$ cat config.mk
export PLATFORM = sky130hd
export DESIGN_NAME = timer_unit
export DESIGN_NICKNAME = d
export VERILOG_FILES = /design/src/common/timer_pkg.sv /design/src/pin_sync.sv /design/src/timer_unit.sv
export SDC_FILE = /design/constraint.sdc
export NUM_CORES = 1
export LEC_CHECK = 0
export ABC_AREA = 1
export CAP_MARGIN = 40
export CORE_MARGIN = 4
export CORE_UTILIZATION = 40
export CTS_CLUSTER_SIZE = 12
export DETAILED_ROUTE_END_ITERATION = 12
export DONT_BUFFER_PORTS = 1
export GPL_TIMING_DRIVEN = 0
export PLACE_DENSITY = 0.63
export SYNTH_ARGS = -nofsm -noshare
export SYNTH_HDL_FRONTEND = slang
export SYNTH_SLANG_ARGS = --single-unit
$ cat constraint.sdc
create_clock -name clk -period 2.1 [get_ports clk]
set_input_delay 0.315 -clock clk [delete_from_list [all_inputs] [get_ports clk]]
set_output_delay 0.315 -clock clk [all_outputs]
set_load 0.1 [all_outputs]
$ cat src/common/timer_pkg.sv
// Constants and types shared by the dual timer/counter block.
// Assumes a single 25 MHz system clock and plain-port control.
package timer_pkg;

  localparam int CNT_W          = 16;
  localparam int PRESCALE_W     = 5;
  localparam logic [4:0] PRESCALE_MAX = 5'h10;
  localparam logic [CNT_W-1:0] CNT_RESET = 16'h0000;
  localparam logic [CNT_W-1:0] LFSR_SEED = 16'hACE1;
  localparam logic [16:0] PRESCALE_RESET = 17'h00000;

  // Mode select encoding.
  localparam logic [2:0] MODE_TIMER   = 3'h0;
  localparam logic [2:0] MODE_COUNTER = 3'h1;
  localparam logic [2:0] MODE_PWM     = 3'h2;
  localparam logic [2:0] MODE_CAPTURE = 3'h3;
  localparam logic [2:0] MODE_DELTA   = 3'h4;

  // Edge select for event counting: bit 0 rising, bit 1 falling.
  localparam int EDGE_RISE_BIT = 0;
  localparam int EDGE_FALL_BIT = 1;

  typedef enum logic [2:0] {
    ST_IDLE = 3'b001,
    ST_RUN  = 3'b010,
    ST_DONE = 3'b100
  } run_state_t;

endpackage

$ cat src/pin_sync.sv
// Three-stage input synchroniser with agreement filter.
// Assumes the input is asynchronous to clk.
`timescale 1ns/1ps
`default_nettype none
module pin_sync (
  // Clock and reset
  input  wire logic clk,
  input  wire logic resetn,
  // Pin and result
  input  wire logic pin,
  output logic      level
);
  logic s1;
  logic s2;
  logic s3;

  always_ff @(posedge clk or negedge resetn) begin
    if (!resetn) begin
      s1 <= 1'b0;
      s2 <= 1'b0;
      s3 <= 1'b0;
    end else begin
      s1 <= pin;
      s2 <= s1;
      s3 <= s2;
    end
  end

  // A change counts only once the second and third stages agree.
  always_ff @(posedge clk or negedge resetn) begin
    if (!resetn) begin
      level <= 1'b0;
    end else if (s2 == s3) begin
      level <= s3;
    end
  end
endmodule
`default_nettype wire

$ cat src/timer_unit.sv
// One general-purpose timer/counter unit: prescaler, 16-bit counter,
// rise/fall compare-capture registers, PWM, capture, event and delta-sigma.
// Assumes control ports are quasi-static, driven from logic on clk; the
// system places two independent instances of this module.
`timescale 1ns/1ps
`default_nettype none
module timer_unit
  import timer_pkg::*;
(
  // Clock and reset
  input  wire logic                  clk,
  input  wire logic                  resetn,
  // Control
  input  wire logic                  start,
  input  wire logic                  stop,
  input  wire logic [2:0]            mode,
  input  wire logic                  single_shot,
  input  wire logic                  gate_enable,
  input  wire logic [1:0]            edge_select,
  input  wire logic                  pulse_separated_mode,
  input  wire logic [PRESCALE_W-1:0] prescale,
  input  wire logic                  rise_irq_enable,
  input  wire logic                  fall_irq_enable,
  input  wire logic                  output_enable,
  input  wire logic                  capture_read,
  // Compare values from software
  input  wire logic                  rise_write,
  input  wire logic                  fall_write,
  input  wire logic [CNT_W-1:0]      write_data,
  // Pins
  input  wire logic                  clock_gate_input,
  input  wire logic                  capture_input,
  output logic                       timer_output,
  output logic                       timer_output_oe,
  // Status
  output logic [CNT_W-1:0]           count,
  output logic [CNT_W-1:0]           rise_value,
  output logic [CNT_W-1:0]           fall_value,
  output logic                       running,
  output logic                       irq
);
  ////////////////////////////////////////////////////////////////////////////
  logic             gate_level;
  logic             cap_level;
  logic             gate_prev;
  logic             cap_prev;
  logic [16:0]      prediv;
  logic             tick;
  logic             event_tick;
  logic             step;
  logic             out_level;
  logic             phase;
  logic [CNT_W-1:0] lfsr;
  logic [CNT_W-1:0] key;
  logic             rise_hit;
  logic             fall_hit;
  run_state_t       state;

  pin_sync u_gate_sync (
    .clk    (clk),
    .resetn (resetn),
    .pin    (clock_gate_input),
    .level  (gate_level)
  );

  pin_sync u_cap_sync (
    .clk    (clk),
    .resetn (resetn),
    .pin    (capture_input),
    .level  (cap_level)
  );

  always_ff @(posedge clk or negedge resetn) begin
    if (!resetn) begin
      gate_prev <= 1'b0;
      cap_prev  <= 1'b0;
    end else begin
      gate_prev <= gate_level;
      cap_prev  <= cap_level;
    end
  end

  ////////////////////////////////////////////////////////////////////////////
  // Prescaler: a free divider whose low bits all set mark the tick.
  // Settings above the maximum are clamped rather than wrapped.
  always_ff @(posedge clk or negedge resetn) begin
    if (!resetn) begin
      prediv <= PRESCALE_RESET;
    end else if (start) begin
      prediv <= PRESCALE_RESET;
    end else begin
      prediv <= prediv + 17'h00001;
    end
  end

  always_comb begin
    logic [4:0]  ps;
    logic [16:0] mask;
    ps   = (prescale > PRESCALE_MAX) ? PRESCALE_MAX : prescale;
    mask = (17'h00001 << ps) - 17'h00001;
    tick = ((prediv & mask) == mask);
  end

  always_comb begin
    logic rise_e;
    logic fall_e;
    rise_e     = gate_level & ~gate_prev;
    fall_e     = ~gate_level & gate_prev;
    event_tick = (rise_e & edge_select[EDGE_RISE_BIT])
               | (fall_e & edge_select[EDGE_FALL_BIT]);
  end

  always_comb begin
    step = 1'b0;
    if (state == ST_RUN) begin
      if (mode == MODE_COUNTER) begin
        step = event_tick;
      end else if (mode == MODE_DELTA) begin
        step = 1'b1;
      end else begin
        step = tick & ~(gate_enable & gate_level);
      end
    end
  end

  assign rise_hit = step && (count == rise_value);
  assign fall_hit = step && (count == fall_value);

  ////////////////////////////////////////////////////////////////////////////
  // Run control.
  always_ff @(posedge clk or negedge resetn) begin
    if (!resetn) begin
      state <= ST_IDLE;
    end else begin
      case (state)
        ST_IDLE: begin
          if (start) begin
            state <= ST_RUN;
          end
        end
        ST_RUN: begin
          if (stop) begin
            state <= ST_IDLE;
          end else if (mode == MODE_CAPTURE && capture_read) begin
            state <= ST_DONE;
          end else if (single_shot && fall_hit
                       && mode != MODE_CAPTURE && mode != MODE_DELTA) begin
            state <= ST_DONE;
          end
        end
        ST_DONE: begin
          if (start) begin
            state <= ST_RUN;
          end
        end
        default: begin
          state <= ST_IDLE;
        end
      endcase
    end
  end

  always_ff @(posedge clk or negedge resetn) begin
    if (!resetn) begin
      running <= 1'b0;
    end else begin
      running <= (state == ST_RUN);
    end
  end

  ////////////////////////////////////////////////////////////////////////////
  // Counter.
  always_ff @(posedge clk or negedge resetn) begin
    if (!resetn) begin
      count <= CNT_RESET;
    end else if (start) begin
      count <= CNT_RESET;
    end else if (step) begin
      if (mode == MODE_DELTA && pulse_separated_mode && !phase) begin
        count <= count;
      end else if (fall_hit && !single_shot
                   && (mode == MODE_PWM || mode == MODE_TIMER
                       || mode == MODE_COUNTER)) begin
        count <= CNT_RESET;
      end else begin
        count <= count + 16'h0001;
      end
    end
  end

  // PULSE_SEPARATED_MODE phase: every other period is a forced-low slot.
  always_ff @(posedge clk or negedge resetn) begin
    if (!resetn) begin
      phase <= 1'b0;
    end else if (start) begin
      phase <= 1'b0;
    end else if (step && mode == MODE_DELTA) begin
      phase <= pulse_separated_mode ? ~phase : 1'b1;
    end
  end

  ////////////////////////////////////////////////////////////////////////////
  // Rise and fall registers: compare values, or capture results.
  always_ff @(posedge clk or negedge resetn) begin
    if (!resetn) begin
      rise_value <= CNT_RESET;
    end else if (rise_write) begin
      rise_value <= write_data;
    end else if (mode == MODE_CAPTURE && state == ST_RUN
                 && cap_level && !cap_prev) begin
      rise_value <= count;
    end
  end

  always_ff @(posedge clk or negedge resetn) begin
    if (!resetn) begin
      fall_value <= CNT_RESET;
    end else if (fall_write) begin
      fall_value <= write_data;
    end else if (mode == MODE_CAPTURE && state == ST_RUN
                 && !cap_level && cap_prev) begin
      fall_value <= count;
    end
  end

  ////////////////////////////////////////////////////////////////////////////
  // Pseudo-random source: an LFSR stretched to all 2^16 states and restarted
  // with the counter, so one conversion visits every value exactly once. The
  // key moves on at each wrap, so the same level gives a new pattern next time.
  always_ff @(posedge clk or negedge resetn) begin
    if (!resetn) begin
      lfsr <= LFSR_SEED;
      key  <= CNT_RESET;
    end else if (start) begin
      lfsr <= LFSR_SEED;
    end else if (step && mode == MODE_DELTA && (phase || !pulse_separated_mode)) begin
      lfsr <= {lfsr[14:0], lfsr[15] ^ lfsr[13] ^ lfsr[12] ^ lfsr[10]
               ^ (lfsr[14:0] == 15'h0000)};
      if (&count) begin
        key <= key + 16'h0001;
      end
    end
  end

  ////////////////////////////////////////////////////////////////////////////
  // Output waveform.
  always_ff @(posedge clk or negedge resetn) begin
    if (!resetn) begin
      out_level <= 1'b0;
    end else if (mode == MODE_DELTA) begin
      if (state != ST_RUN || (pulse_separated_mode && !phase)) begin
        out_level <= 1'b0;
      end else begin
        // Comparing a permutation of the count against the level yields
        // exactly that many high slots per 2^16 slots.
        out_level <= ((lfsr ^ key) < rise_value);
      end
    end else if (mode == MODE_PWM) begin
      if (state == ST_DONE || state == ST_IDLE) begin
        out_level <= 1'b0;
      end else if (fall_hit) begin
        out_level <= 1'b0;
      end else if (rise_hit) begin
        out_level <= 1'b1;
      end
    end else begin
      out_level <= 1'b0;
    end
  end

  // Output enable only gates the pin; the unit keeps running internally.
  always_ff @(posedge clk or negedge resetn) begin
    if (!resetn) begin
      timer_output    <= 1'b0;
      timer_output_oe <= 1'b0;
    end else begin
      timer_output    <= out_level;
      timer_output_oe <= output_enable;
    end
  end

  ////////////////////////////////////////////////////////////////////////////
  // Match interrupt: a one-cycle pulse per enabled match, two cycles in pulse-separated delta mode where the count holds.
  always_ff @(posedge clk or negedge resetn) begin
    if (!resetn) begin
      irq <= 1'b0;
    end else begin
      irq <= (rise_hit && rise_irq_enable) || (fall_hit && fall_irq_enable);
    end
  end
endmodule
`default_nettype wire

== Yosys cells after proc, flatten, opt, wreduce, memory -nomap -nowiden ==
Cells that the tools add are included.
Operators by class
  add/subtract/negate cells: 4
  magnitude comparators: 2
  equality and inequality tests: 19
  shifts and indexed selects: 1
  multiplexer cells: 29
  bitwise operators: 18
  reduce and logical (&&, ||, !) cells: 42
Operators by type and width (number)
  16-bit two-way mux: 10
  16-bit by 1-bit adder with 16-bit output (second input constant): 2
  16-bit equality test: 2
  1-bit logical AND: 20
  18-bit AND reduction: 1
  17-bit by 1-bit adder with 17-bit output (second input constant): 1
  17-bit AND: 1
  17-bit equality test: 1
  17-bit two-way mux: 1
  1-bit by 5-bit left shift with 17-bit output (first input constant): 1
  17-bit by 1-bit subtractor with 17-bit output (second input constant): 1
  16-bit less-than comparator: 1
  16-bit bitwise XOR: 1
  15-bit logical NOT: 1
  1-bit two-way mux: 12
  3-bit two-way mux: 4
  2-bit nonzero test: 5
  3-bit by 2-bit equality test with 1-bit output (second input constant): 3
  1-bit AND: 6
  3-bit by 1-bit equality test with 1-bit output (second input constant): 2
  3-bit equality test (second input constant): 2
  1-bit logical OR: 6
  3-bit by 2-bit inequality test with 1-bit output (second input constant): 2
  3-bit case mux with 2 select lines: 1
  15 further kinds: 28
Word-level totals
  flip-flop bits (word level): 116
  input port bits: 41
  output and inout bits: 52
  word-level logic and storage cells: 138

== Longest topological paths before layout ==
  depth after elaboration: 18
  mapped depth: 22
  mapped depth without buffers: 22

== Cells and area by module ==
Synthesis repeated with hierarchy kept, for this count alone.
Second synthesis, totals
  cell total of the unflattened synthesis: 860
  area, all modules: 6775.2 µm²
By module, submodules not included
  timer_unit: times used 1, cells each 844, area each 6542.5 µm², sequential area each 2688.8 µm²
  pin_sync: times used 2, cells each 8, area each 116.4 µm², sequential area each 100.1 µm²

== Worst setup path before layout ==
OpenSTA, ideal clock, no wires.
  path type: register to register
  start: register count[6]
  end: register key[13]
  library setup time: 0.079 ns
  arrival: 2.770 ns
  required time: 2.021 ns
  setup slack: -0.749 ns
  stages on the path, launching flop included: 14
  path buffers: 2
  path through: dfrtp_1 > buf_4 > inv_1 > nor4_4 > nand2_1 > nor3_2 > nand2_1 > nor2_1 > nand3_1 > nor2_2 > nand3_2 > buf_4 > nor3_2 > xor2_1
On the way
  cells in the longest elaborated chain, start to end: 1
RTL lines
  start: declaration: RTL line timer_unit.sv:36  | output logic [CNT_W-1:0] count,
  start signal: assignment: RTL line timer_unit.sv:180  | count <= count;
  start signal: assignment: RTL line timer_unit.sv:186  | count <= count + 16'h0001;
  18-bit AND reduction (no line)
  end signal: assignment: RTL line timer_unit.sv:240  | key <= key + 16'h0001;
  end: declaration: RTL line timer_unit.sv:54  | logic [CNT_W-1:0] key;
No other way between the ends.
A chain may end at the register's enable or synchronous reset.

== Worst setup path after layout ==
  start: register count[4]
  end: register key[2]
The elaborated chain is that of the path after synthesis.

==> run_results.csv <==
group,metric,value,unit
placed_design,place_area,7900,um^2
clock_tree,clock-sinks,115,
grt,grt_pass1_wl,32.1,mm
yosys,synth_nets,907,
yosys,synth_top_area_cell,"dfrtp_1",
pwr,vdd_drop_max,0.592,mV
cells_and_area,stdcell_area,9210,um^2
floorplanning,pin_count,93,
placed_design,gp_congestion,0.867,
clock_tree,clk_latency,0.42,ns
worst_setup_path,path_delay_family,"simple AND/OR/NAND/NOR gates",
worst_setup_path,slowest_delay,0.61,ns
placed_design,dp_hpwl,14.6,mm
pwr,swShare,32.1,%
yosys,synthArstFlopShare,100,%
grt,use_met2,33.9,%
worst_setup_path,crit_type,"reg2reg",
placed_design,dpl.cell_count,1084,
clock_tree,clk_path_buf_depth,2,
grt,grtUsageMet3,5.42,%
clock_tree,cts_tree,"done",
floorplanning,rows,47,
pwr,pwr-share-clk,43.0,%
pwr,powerDensity,737,nW/um^2
yosys,synth.area.top_cells,"dfrtp_1 (39%), nand2_1 (8.7%), xor2_1 (5.5%), inv_1 (5.2%), nor2_1 (4.2%)",
status,status,"complete, but fails checks",
pwr,p_switching,2.18,mW
sta,finalMaxSlewViolations,0,
sta,finalSetupViolations,45,
floorplanning,die_area,19400,um^2
status,violations,"hold timing, setup timing",
clock_tree,cts_buffers,17,
grt,busiest_layer,"met2",
route,drtPass1Iterations,5,
worst_setup_path,endpoint_kind,"flop",
route,drt_iter0_markers,451,
clock_tree,cts.htree.levels,4,
yosys,syn_area,6890,um^2
sta,timing.hold.ws,-0.410,ns
pwr,p_leak,4.17,nW
route,drt_wl_total,20.1,mm
clock_tree,cts-root-buf,"clkbuf_16",
worst_setup_path,path_buf_inv,6,
worst_setup_path,critPathRequiredTime,2.40,ns
min_path,hold_class,"in2async",
pwr,power.internal,4.61,mW
route,routedWlPerCell,17.5,um
pwr,seqPwrFrac,41.0,%
worst_setup_path,cp_common_cell,"buf_6",
sta,worst_slack,-0.535,ns
pwr,p_total,6.79,mW
sta,hold_viol,115,
yosys,synth_commonest_cells,"nand2_1 (160), dfrtp_1 (106), inv_1 (95)",
clock_tree,cts_hold_buf,3,
yosys,ys_types,52,
cells_and_area,diodes,0,
yosys,ys_seq_area_share,41.9,%
yosys,synth_edf_count,0,
grt,met1_usage,26.0,%
sta,finClkSkew,0.00812,ns
pwr,combPwrFrac,16.0,%
cells_and_area,syn_to_final_growth,33.7,%
placed_design,io_buffers,0,
clock_tree,cts.clk_slew.worst_paths,0.06,ns
grt,grt-ovfl-total,0,
cells_and_area,nNetsFinal,977,
yosys,syn_inst,847,
sta,slew_headroom,41.0,%
worst_setup_path,cp-start-kind,"flop",
cells_and_area,stdcell_count,1150,
floorplanning,die_y,139,um
sta,worstMarginPinSlew,0.885,ns
worst_setup_path,crit_fanout,3,
sta,rsz0062_at_grt,"true",
sta,fmax,379,MHz
yosys,yosysWarningCount,0,
worst_setup_path,worstPathArrival,2.93,ns
floorplanning,start_util,41.2,%
sta,setup_tns,-10.63,ns
cells_and_area,layout-drive-gt1-share,26.3,%
floorplanning,die_w,139,um
yosys,yosysTopAreaCellShare,38.5,%
grt,grt_max_degree,116,
sta,period_minus_slack,2.64,ns
yosys,synth_area_per_cell,8.13,um^2
floorplanning,coreArea,16700,um^2
worst_setup_path,path_cells,"buf_6, inv_6, nor4_4, nand2_2, nor3_4, nand2_2, nor2_2, nand3_2, nor2_4, buf_4, buf_6, buf_6, buf_6, nand4_1, xnor2_1",
sta,post-route-period-util,125,%
grt,antenna_found_initial,0,
yosys,ys_ff_latch,115,
placed_design,pre_cts_ws,-0.782,ns
cells_and_area,fin_util,55.1,%
route,avgViaCountPerCell,5.23,
job,max_cap_viol_count,0,
worst_setup_path,crit_slowest_cell,"dfrtp_4",
grt,grt_pass1_vias,6005,
yosys,synth_flop_cell,"dfrtp_1",
yosys,synth_most_common_cell,"nand2_1",
route,drtAntennaViolNets,0,
route,drc_errors,0,
route,vias,6010,
grt,grt_usage,20.7,%
==> path summary, 6_finish.rpt <==
check	to	slack, ns	startpoint	depth (start not counted)
max	key[2]	-0.54	count[4]	15
min	prediv[15]	-0.41	resetn	0
max reg2reg	key[2]	-0.54	count[4]	15
min reg2reg	u_gate_sync.s2	0.35	u_gate_sync.s1	0
max in group asynchronous	lfsr[0]	2.26	resetn	0
min in group clk	state[0]	0.04	stop	2
==> layout by cell type (no fill, tap or decap), types with 17 or more instances in the layout <==
| master | synthesis | routed |
|---|---|---|
| nor2_1 | 77 | 60 |
| buf_6 | 2 | 17 |
| nand2_1 | 160 | 150 |
| buf_16 | 0 | 19 |
| dfrtp_4 | 0 | 18 |
| xor2_1 | 43 | 42 |
| inv_1 | 95 | 88 |
| nand4_1 | 23 | 23 |
| a31oi_1 | 17 | 17 |
| xnor2_1 | 33 | 29 |
| a21oi_1 | 25 | 25 |
| nand3_1 | 49 | 41 |
| dfrtp_1 | 106 | 75 |
| o21ai_0 | 45 | 43 |
| clkbuf_16 | 0 | 17 |
| buf_4 | 3 | 21 |
==> timing repair <==
item	in CTS	in global routing
gates cloned	2	1
endpoints found under the setup margin	81	89
hold endpoints to repair	118	115
pin swaps	9	14
resized for setup	73	55
setup buffers	17	12
==> flip-flops by register name (all words and copies together), names as in the netlist, 3 cells and up <==
| name | count |
|---|---|
| prediv | 16 |
| state | 3 |
| fall_value | 16 |
| rise_value | 16 |
| count | 16 |
| lfsr | 16 |
| key | 16 |
==> per-layer routing <==
layer  vias to the layer above  wire [um]  part of all wire (%)
li1                       2946          -                     -
met1                      2872       8420                    42
met2                       141       9960                    50
met3                        51       1030                   5.1
met4                         0        702                   3.5
met5                         -          0                     0
==> kinds of logic (layout without fill, tap and decap cells) <==
logic type	after synthesis	count (layout)	share of synthesized area [%]
compound gates	116	116	9.72
xor+xnor	76	76	9.66
fa+ha+maj	21	21	3.74
buf+inv	137	220	8.01
flops	115	115	41.9
mux	3	3	0.490
simple gates	379	379	26.4
==> power groups by stage <==
stage	logic, mW	registers, mW	clock network (mW)
after floorplan	0.497	2.97	0
after global placement	0.602	3.02	0
after detailed placement	1.02	2.81	0
after CTS	1.04	2.78	2.96
after global routing	1.18	2.80	3.07
final	1.08	2.78	2.92
==> layout make-up <==
cell class / count / area [um^2]
well taps: 220 / 275
flip-flops and latches: 115 / 2970
clock inverters: 12 / 130
plain buffers: 34 / 277
clock buffers: 20 / 467
fillers: 1517 / 7490
inverters: 103 / 415
multi-input cells: 595 / 3860
repair buffers: 51 / 812
Power figures use the tool's default switching activity.
